## src/acs_pkg.sv

```systemverilog
/*
 * Package for the converter scan and snapshot control block: register
 * indices, control field positions, channel codes, timing and carriers.
 * Assumes a byte-wide register access port from the serial bus slave.
 */
package acs_pkg;

	// ==========================================================
	// Register indices (byte registers, chosen offsets)
	localparam logic [7:0] REG_CONTROL   = 8'h00;
	localparam logic [7:0] REG_SENSE_HI  = 8'h14;
	localparam logic [7:0] REG_SENSE_LO  = 8'h15;
	localparam logic [7:0] REG_SUPPLY_HI = 8'h1E;
	localparam logic [7:0] REG_SUPPLY_LO = 8'h1F;
	localparam logic [7:0] REG_AUX_HI    = 8'h28;
	localparam logic [7:0] REG_AUX_LO    = 8'h29;

	// ==========================================================
	// Control register field positions
	localparam int CTL_SNAP_REQ  = 7;
	localparam int CTL_CH_HI     = 6;
	localparam int CTL_CH_LO     = 5;
	localparam int CTL_BUSY      = 3;
	localparam int CTL_SRC_HI    = 2;
	localparam int CTL_PWR_DOWN  = 1;
	localparam int CTL_SRC_LO    = 0;
	localparam logic [7:0] CTL_RESET     = 8'h05;
	localparam logic [7:0] CTL_WR_MASK   = 8'hF7;
	localparam logic [3:0] LOW_NIBBLE_ZERO = 4'h0;

	// ==========================================================
	// Channel codes for snapshot selection and the scan order
	typedef enum logic [1:0] {
		ACS_CH_SENSE  = 2'b00,
		ACS_CH_SUPPLY = 2'b01,
		ACS_CH_AUX    = 2'b10
	} acs_chan_t;

	// Supply channel source codes {hi,lo}
	localparam logic [1:0] SRC_HIGH_SENSE = 2'b11;
	localparam logic [1:0] SRC_SUPPLY_PIN = 2'b01;
	localparam logic [1:0] SRC_AUX_INPUT  = 2'b10;

	// ==========================================================
	// Timing: per-channel slot so each channel refreshes at 7.5 Hz
	localparam real REFRESH_HZ   = 7.5;
	localparam real CLK_HZ       = 200.0e6;
	localparam int  SCAN_CHANS   = 3;
	localparam int  SLOT_CYCLES  =
		int'(CLK_HZ / (REFRESH_HZ * SCAN_CHANS));

	// Step sizes of one result code, in microvolts
	localparam int LSB_SENSE_UV  = 25;
	localparam int LSB_SUPPLY_UV = 25000;
	localparam int LSB_AUX_UV    = 500;

	// ==========================================================
	// Carriers
	typedef struct packed {
		logic       wr;    // Write strobe
		logic [7:0] addr;  // Register index
		logic [7:0] wdata; // Write data
	} acs_reg_req_t;

	typedef struct packed {
		logic        start;   // Start a conversion
		logic [1:0]  chan;    // Channel to convert
		logic [1:0]  src;     // Supply channel source
		logic        enable;  // Converter and reference powered
	} acs_conv_cmd_t;

endpackage

```

## src/acs_scan_ctrl.sv

```systemverilog
/*
 * Converter scan and snapshot control: sequences the three-channel scan,
 * runs snapshot conversions, formats results into byte register pairs,
 * handles shutdown and supply lockout gating.
 * Assumes the serial bus slave presents byte register accesses on i_clk,
 * and the analog core signals each conversion end with a done pulse.
 */
// Summary of operation
// - Scan order: sense differential, selected supply, auxiliary input, repeated.
// - Result bits 11:4 go to high register, 3:0 to low upper nibble.
// - Low four bits of every low data register read as zero.
// - Pair written right after its conversion; scan refresh per channel 7.5 Hz.
// - Code step: 25 uV sense, 25 mV supply, 0.5 mV auxiliary.
// - Snapshot write starts conversion; busy bit set throughout.
// - Snapshot end halts converter and clears busy.
// - No snapshot restarts alone; host rewrites control for each one.
// - Logic and converter enable when either supply clears lockout.
// - Lockout disables converter only when both supplies are below lockout.
// - Power-down bit stops converter and reference; clearing resumes scans.
// - In shutdown bus stays active, address pins ignored, address held.
// - Shutdown changes no register except clearing the busy bit; all stay readable and writable.
// - Shutdown also switches off the internal regulator.
// - After reset the converter runs continuous scan.
// - Source bits pick supply: 11 high sense, 01 pin, 10 auxiliary.
`timescale 1ns/100ps
`default_nettype none

module acs_scan_ctrl #(
	parameter int SLOT_CYCLES = acs_pkg::SLOT_CYCLES
) (
	input  wire logic                 i_clk,        // Core clock
	input  wire logic                 i_nrst,       // Sync reset, low
	input  wire logic                 i_ce,         // Clock enable
	input  wire acs_pkg::acs_reg_req_t i_reg,       // Register access
	input  wire logic [7:0]           i_rd_addr,    // Read index
	output logic [7:0]                o_rd_data,    // Read data
	input  wire logic                 i_hv_ok,      // High supply above lockout
	input  wire logic                 i_lv_ok,      // Low supply above lockout
	input  wire logic [1:0]           i_addr_pins,  // Bus address pins
	output logic [1:0]                o_bus_addr,   // Held bus address
	input  wire logic                 i_conv_done,  // Analog conversion end
	input  wire logic [11:0]          i_conv_code,  // Analog result code
	output acs_pkg::acs_conv_cmd_t    o_conv_cmd,   // Analog command
	output logic                      o_reg_enable  // Internal regulator on
);

	// ==========================================================
	// Elaboration checks
	if (SLOT_CYCLES < 2) begin : g_chk
		$error("SLOT_CYCLES too small");
	end

	typedef enum logic [1:0] {
		ST_OFF  = 2'b00,
		ST_IDLE = 2'b01,
		ST_CONV = 2'b11,
		ST_WAIT = 2'b10
	} acs_state_t;

	// ==========================================================
	// Input synchronisers for supply flags and address pins
	logic [3:0] sync1;
	logic [3:0] sync2;
	always_ff @(posedge i_clk) begin
		if (!i_nrst) begin
			sync1 <= 4'h0;
			sync2 <= 4'h0;
		end else if (i_ce) begin
			sync1 <= {i_hv_ok, i_lv_ok, i_addr_pins};
			sync2 <= sync1;
		end
	end
	logic supply_ok;
	assign supply_ok = sync2[3] | sync2[2];

	// ==========================================================
	// State
	acs_state_t state;
	acs_state_t next_state;
	logic [7:0] ctl;
	logic [7:0] next_ctl;
	logic [7:0] data_hi [3];
	logic [3:0] data_lo [3];
	logic [7:0] next_hi [3];
	logic [3:0] next_lo [3];
	logic [1:0] chan;
	logic [1:0] next_chan;
	logic       snap;
	logic       next_snap;
	logic [31:0] slot;
	logic [31:0] next_slot;
	logic [1:0] bus_addr;
	logic [1:0] next_bus_addr;
	logic        snap_wr;
	logic        pwr_down;
	logic [1:0]  src;

	assign pwr_down = ctl[acs_pkg::CTL_PWR_DOWN];
	assign src = {ctl[acs_pkg::CTL_SRC_HI], ctl[acs_pkg::CTL_SRC_LO]};
	assign snap_wr = i_reg.wr && i_reg.addr == acs_pkg::REG_CONTROL
		&& i_reg.wdata[acs_pkg::CTL_SNAP_REQ];

	// Next channel in scan order
	function automatic logic [1:0] scan_next(input logic [1:0] c);
		unique case (c)
			acs_pkg::ACS_CH_SENSE:  scan_next = acs_pkg::ACS_CH_SUPPLY;
			acs_pkg::ACS_CH_SUPPLY: scan_next = acs_pkg::ACS_CH_AUX;
			default:                scan_next = acs_pkg::ACS_CH_SENSE;
		endcase
	endfunction

	// ==========================================================
	// Sequencer, control and result registers
	always_comb begin
		next_state    = state;
		next_ctl      = ctl;
		next_chan     = chan;
		next_snap     = snap;
		next_slot     = slot;
		next_bus_addr = bus_addr;
		for (int k = 0; k < 3; k++) begin
			next_hi[k] = data_hi[k];
			next_lo[k] = data_lo[k];
		end
		// Address pins only followed while powered up
		if (!pwr_down) begin
			next_bus_addr = sync2[1:0];
		end
		// Host writes; busy bit is not writable
		if (i_reg.wr) begin
			unique case (i_reg.addr)
				acs_pkg::REG_CONTROL: next_ctl =
					(i_reg.wdata & acs_pkg::CTL_WR_MASK)
					| (ctl & ~acs_pkg::CTL_WR_MASK);
				acs_pkg::REG_SENSE_HI:  next_hi[0] = i_reg.wdata;
				acs_pkg::REG_SENSE_LO:  next_lo[0] = i_reg.wdata[7:4];
				acs_pkg::REG_SUPPLY_HI: next_hi[1] = i_reg.wdata;
				acs_pkg::REG_SUPPLY_LO: next_lo[1] = i_reg.wdata[7:4];
				acs_pkg::REG_AUX_HI:    next_hi[2] = i_reg.wdata;
				acs_pkg::REG_AUX_LO:    next_lo[2] = i_reg.wdata[7:4];
				default: ;
			endcase
		end
		if (next_slot != 32'h0000_0000) begin
			next_slot = slot - 32'h0000_0001;
		end
		unique case (state)
			ST_OFF: begin
				if (supply_ok && !pwr_down) begin
					next_state = ST_IDLE;
				end
			end
			ST_IDLE: begin
				if (snap_wr) begin
					next_snap = 1'b1;
					next_chan = i_reg.wdata[acs_pkg::CTL_CH_HI:
						acs_pkg::CTL_CH_LO];
					next_ctl[acs_pkg::CTL_BUSY] = 1'b1;
					next_state = ST_CONV;
				end else if (!snap) begin
					next_state = ST_CONV;
				end
			end
			ST_CONV: begin
				if (i_conv_done) begin
					// Format the result into the pair
					next_hi[chan] = i_conv_code[11:4];
					next_lo[chan] = i_conv_code[3:0];
					if (snap) begin
						next_ctl[acs_pkg::CTL_BUSY] = 1'b0;
						next_state = ST_IDLE;
					end else begin
						next_slot  = 32'(SLOT_CYCLES);
						next_state = ST_WAIT;
					end
				end
			end
			ST_WAIT: begin
				if (slot == 32'h0000_0000) begin
					next_chan  = scan_next(chan);
					next_state = ST_IDLE;
				end
			end
			default: next_state = ST_OFF;
		endcase
		// A snapshot request in scan mode takes over at once, cutting the running slot short
		if (snap_wr && state != ST_IDLE && state != ST_OFF) begin
			next_snap = 1'b1;
			next_chan = i_reg.wdata[acs_pkg::CTL_CH_HI:acs_pkg::CTL_CH_LO];
			next_ctl[acs_pkg::CTL_BUSY] = 1'b1;
			next_state = ST_CONV;
		end
		// Shutdown or lockout halt the converter, clear busy, keep data registers
		if (!supply_ok || next_ctl[acs_pkg::CTL_PWR_DOWN]) begin
			next_state = ST_OFF;
			next_ctl[acs_pkg::CTL_BUSY] = 1'b0;
			// Restart the scan from sense, not from the interrupted channel
			next_snap = 1'b0;
			next_chan = acs_pkg::ACS_CH_SENSE;
		end
		if (!next_ctl[acs_pkg::CTL_PWR_DOWN]
			&& ctl[acs_pkg::CTL_PWR_DOWN]) begin
			next_snap = 1'b0; // Resume scanning
			next_chan = acs_pkg::ACS_CH_SENSE;
		end
	end

	always_ff @(posedge i_clk) begin
		if (!i_nrst) begin
			state    <= ST_OFF;
			ctl      <= acs_pkg::CTL_RESET;
			chan     <= acs_pkg::ACS_CH_SENSE;
			snap     <= 1'b0;
			slot     <= 32'h0000_0000;
			bus_addr <= 2'h0;
			for (int k = 0; k < 3; k++) begin
				data_hi[k] <= 8'h00;
				data_lo[k] <= 4'h0;
			end
		end else if (i_ce) begin
			state    <= next_state;
			ctl      <= next_ctl;
			chan     <= next_chan;
			snap     <= next_snap;
			slot     <= next_slot;
			bus_addr <= next_bus_addr;
			for (int k = 0; k < 3; k++) begin
				data_hi[k] <= next_hi[k];
				data_lo[k] <= next_lo[k];
			end
		end
	end

	// ==========================================================
	// Register read mux, low nibbles forced to zero
	always_comb begin
		unique case (i_rd_addr)
			acs_pkg::REG_CONTROL:   o_rd_data = ctl;
			acs_pkg::REG_SENSE_HI:  o_rd_data = data_hi[0];
			acs_pkg::REG_SENSE_LO:  o_rd_data =
				{data_lo[0], acs_pkg::LOW_NIBBLE_ZERO};
			acs_pkg::REG_SUPPLY_HI: o_rd_data = data_hi[1];
			acs_pkg::REG_SUPPLY_LO: o_rd_data =
				{data_lo[1], acs_pkg::LOW_NIBBLE_ZERO};
			acs_pkg::REG_AUX_HI:    o_rd_data = data_hi[2];
			acs_pkg::REG_AUX_LO:    o_rd_data =
				{data_lo[2], acs_pkg::LOW_NIBBLE_ZERO};
			default:                o_rd_data = 8'h00;
		endcase
	end

	// ==========================================================
	// Analog command: scale per channel is the core's (25uV/25mV/0.5mV)
	// Start from idle, or a snapshot taking over a running scan
	assign o_conv_cmd.start  = i_ce && next_state == ST_CONV
		&& (state == ST_IDLE || snap_wr);
	assign o_conv_cmd.chan   = next_chan;
	assign o_conv_cmd.src    = src;
	assign o_conv_cmd.enable = state != ST_OFF;
	assign o_reg_enable      = !pwr_down;
	assign o_bus_addr        = bus_addr;

endmodule

`default_nettype wire

```

## config.mk

```make
export PLATFORM = sky130hd
export DESIGN_NAME = acs_scan_ctrl
export DESIGN_NICKNAME = d
export VERILOG_FILES = /design/src/acs_pkg.sv /design/src/acs_scan_ctrl.sv
export SDC_FILE = /design/constraint.sdc
export NUM_CORES = 1
export LEC_CHECK = 0
export BUFFER_PORTS_ARGS = -buffer_cell sky130_fd_sc_hd__buf_2
export CORE_AREA = 2 2 81 122
export DETAILED_ROUTE_END_ITERATION = 6
export DIE_AREA = 0 0 83 124
export HOLD_SLACK_MARGIN = 0.02
export PLACE_DENSITY = 0.8
export SYNTH_ARGS = -nofsm -noshare
export SYNTH_HDL_FRONTEND = slang
export SYNTH_SLANG_ARGS = --single-unit
export TNS_END_PERCENT = 5
```

## constraint.sdc

```tcl
create_clock -name i_clk -period 3.7 [get_ports i_clk]
set_input_delay 0.555 -clock i_clk [delete_from_list [all_inputs] [get_ports i_clk]]
set_output_delay 0.555 -clock i_clk [all_outputs]
set_load 0.02 [all_outputs]
```

==> impl_metrics.ini <==
[final_layout]
nets = 705
syn2layout_area_growth_pct = 13.1
fillers = 734
drive_gt1_frac = 0.165
num_antenna_cells = 0
multiInputGateArea_um2 = 3010
layout.area.seq_um2 = 2180

[logic_synthesis]
synthTopCellsByCount = nor2_1 (76), mux2i_1 (60), dfxtp_1 (55)
synth_top_family_by_area = simple AND/OR/NAND/NOR gates
synth_compound_gate_area_share = 0.190
synth_edf_count = 36
synthXorXnorAreaFrac = 0.00808
synth_fa_ha_area_frac = 0.0139
yosys-mux-area-fraction = 0.113
synth_top_area_share = 0.203
synth.area.top_cells = dfxtp_1 (20%), edfxtp_1 (20%), mux2i_1 (11%)
yosysUniqueCellTypes = 63
synthFlopType = dfxtp_1
synthArstFlopShare = 0
synthCells = 609
avgSynthCellArea_um2 = 8.90
yosys.area_share.simple = 0.230
synth_nets = 660
yosys_warnings = 0
ys_ff_latch = 91
netlist_area_um2 = 5420
yosys.area.top_type = dfxtp_1
synth-seq-area-share = 0.403
synthMostInstantiatedCell = nor2_1

[clock_tree]
ctsHtreeMaxLevel = 3
clk_pin_slew_worst_paths_ps = 70
cts-resized-gates = 0
cts_tree = yes
clockRootBuffer = clkbuf_16
clockBufferDepth = 2
clk_latency_ps = 350
holdBufCountCts = 0
cts-buffers-inserted = 9
cts_post_setup_buffers_inserted = 0
clock-sinks = 91

[timing]
period_minus_slack_ps = 3470
hold_violations = 0
finalCritPeriodShare = 0.938
worst_pin_slew_ps = 926
setup-tns-final_ps = 0
finalSetupViolCount = 0
final.setup_skew_ps = 11.4
fmax_mhz = 288
holdWs_ps = 441
rsz0062_at_grt = false
slew_headroom = 0.382
fin_ws_ps = 228
slew_viol_final = 0

[detailed_routing]
wl_um = 14900
vias_per_cell = 6.76
post_drt_wl_per_cell_um = 19.3
drc = 0
drt_iter0_markers = 405
vias = 5214
ant_nets = 0
drt-pass1-iter-count = 5

[placed_design]
io_buffers = 61
globalplace.congestion = 0.875
dp_slack_ps = 521
hpwl_um = 10800

[hold_path]
hp-class = input pin to flop
hold-path-cell-count = 3

[floorplanning]
fp.dieArea_um2 = 10300
core_area_um2 = 9200
rows = 43
pin_count = 62
die_w_um = 83
start_util = 0.589
die_y_um = 124

[worst_setup_path]
crit_buf_inv = 2
crit_family = simple AND/OR/NAND/NOR gates
slowest_stage = or4bb_1
cpPeakStageDelay_ps = 540
arrival_ps = 2920
worstPathCellList = inv_1 -> ha_1 -> or4bb_1 -> or4_1 -> nand3_1 -> o211ai_1 -> o21ai_0 -> buf_2
cp_data_required_time_ps = 3140
cp-start-kind = flop
path_class = flop to output pin
cp.depth = 8
rr_worst_depth = 6
reg2reg_setup_slack_ps = 1170
crit_fanout = 5
cp-end-kind = output pin

[global_route]
track_usage = 0.286
grt_overflow = 0
grt_max_degree = 41
grt_antenna_before_repair = 0
first_global_vias = 5114
grt_pass1_wl_um = 23800

[power]
p_per_area_nw_per_um2 = 689
leakage_nw = 2.48
power_mw = 4.22
max-vdd-ir-drop_mv = 0.763

[status]
status = complete, no violations

[job]
cap_viol_max_count = 0
-- layer usage --
layer  up-vias  track usage  part of all wire
li1       2433            -                 -
met1      2503        0.295              0.37
met2       209        0.533              0.52
met3        69       0.0351             0.052
met4         0        0.209             0.054
met5         -            0                 0
-- worst register-to-register path, delay by kind of cell (launching register included) --
family | cells | cell delay (ps)
buf+inv | 1 | 270
simple gates | 3 | 1380
compound gates | 2 | 410
flops | 1 | 370
-- power breakdown --
part | internal [mW] | switching [mW] | total [mW]
combinational | 0.672 | 1.11 | 1.78
clock | 0.597 | 0.414 | 1.01
sequential | 1.24 | 0.192 | 1.43
-- cell usage in the layout (no fill, tap or decap), drive strengths merged, types with 11 or more instances in the layout --
master	netlist	routed
inv	12	15
nor2	76	76
dfxtp	55	55
a21oi	22	22
nor4	13	13
buf	10	77
o31ai	11	11
edfxtp	36	36
or4	21	21
a31oi	11	11
nor3	12	12
nand3	21	21
or3	21	21
a211oi	38	38
o21ai	25	25
mux2i	60	60
nand2	41	41
-- stage by stage --
step | instances | cell area (um2) | util
2_1_floorplan | 609 | 5420 | -
3_3_place_gp | 755 | 5800 | 0.631
3_5_place_dp | 755 | 5800 | 0.631
4_1_cts | 771 | 6130 | 0.666
5_1_grt | 771 | 6130 | 0.666
6_report | 771 | 6130 | 0.666
-- cells by family after synthesis --
group                    after synthesis
buffers and inverters                 56
AO/OA/AOI/OAI                        150
XOR/XNOR                               5
AND/OR/NAND/NOR                      240
multiplexers                          61
flip-flops                            91
adder cells (fa/ha/maj)                6
-- registers in the layout, summed over array words and instances, names as in the netlist, 4 cells and up --
name,cells
ctl,8
slot,32
data_lo,12
data_hi,24
sync1,4
sync2,4
-- cell type report --
type / instances / area share
Multi-Input combinational cell: 462 / 0.491
Sequential cell: 91 / 0.356
Timing Repair Buffer: 77 / 0.0694
Clock buffer: 9 / 0.0368
Tap cell: 112 / 0.0229
Clock inverter: 7 / 0.0159
Inverter: 13 / 0.00796
-- worst paths after layout --
check	from	end
max	state[1]	o_conv_cmd[3]
min	i_lv_ok	sync1[2]
max reg2reg	slot[14]	state[0]
min reg2reg	ctl[4]	ctl[4]
Note: power is estimated with default switching activity, not from simulation.
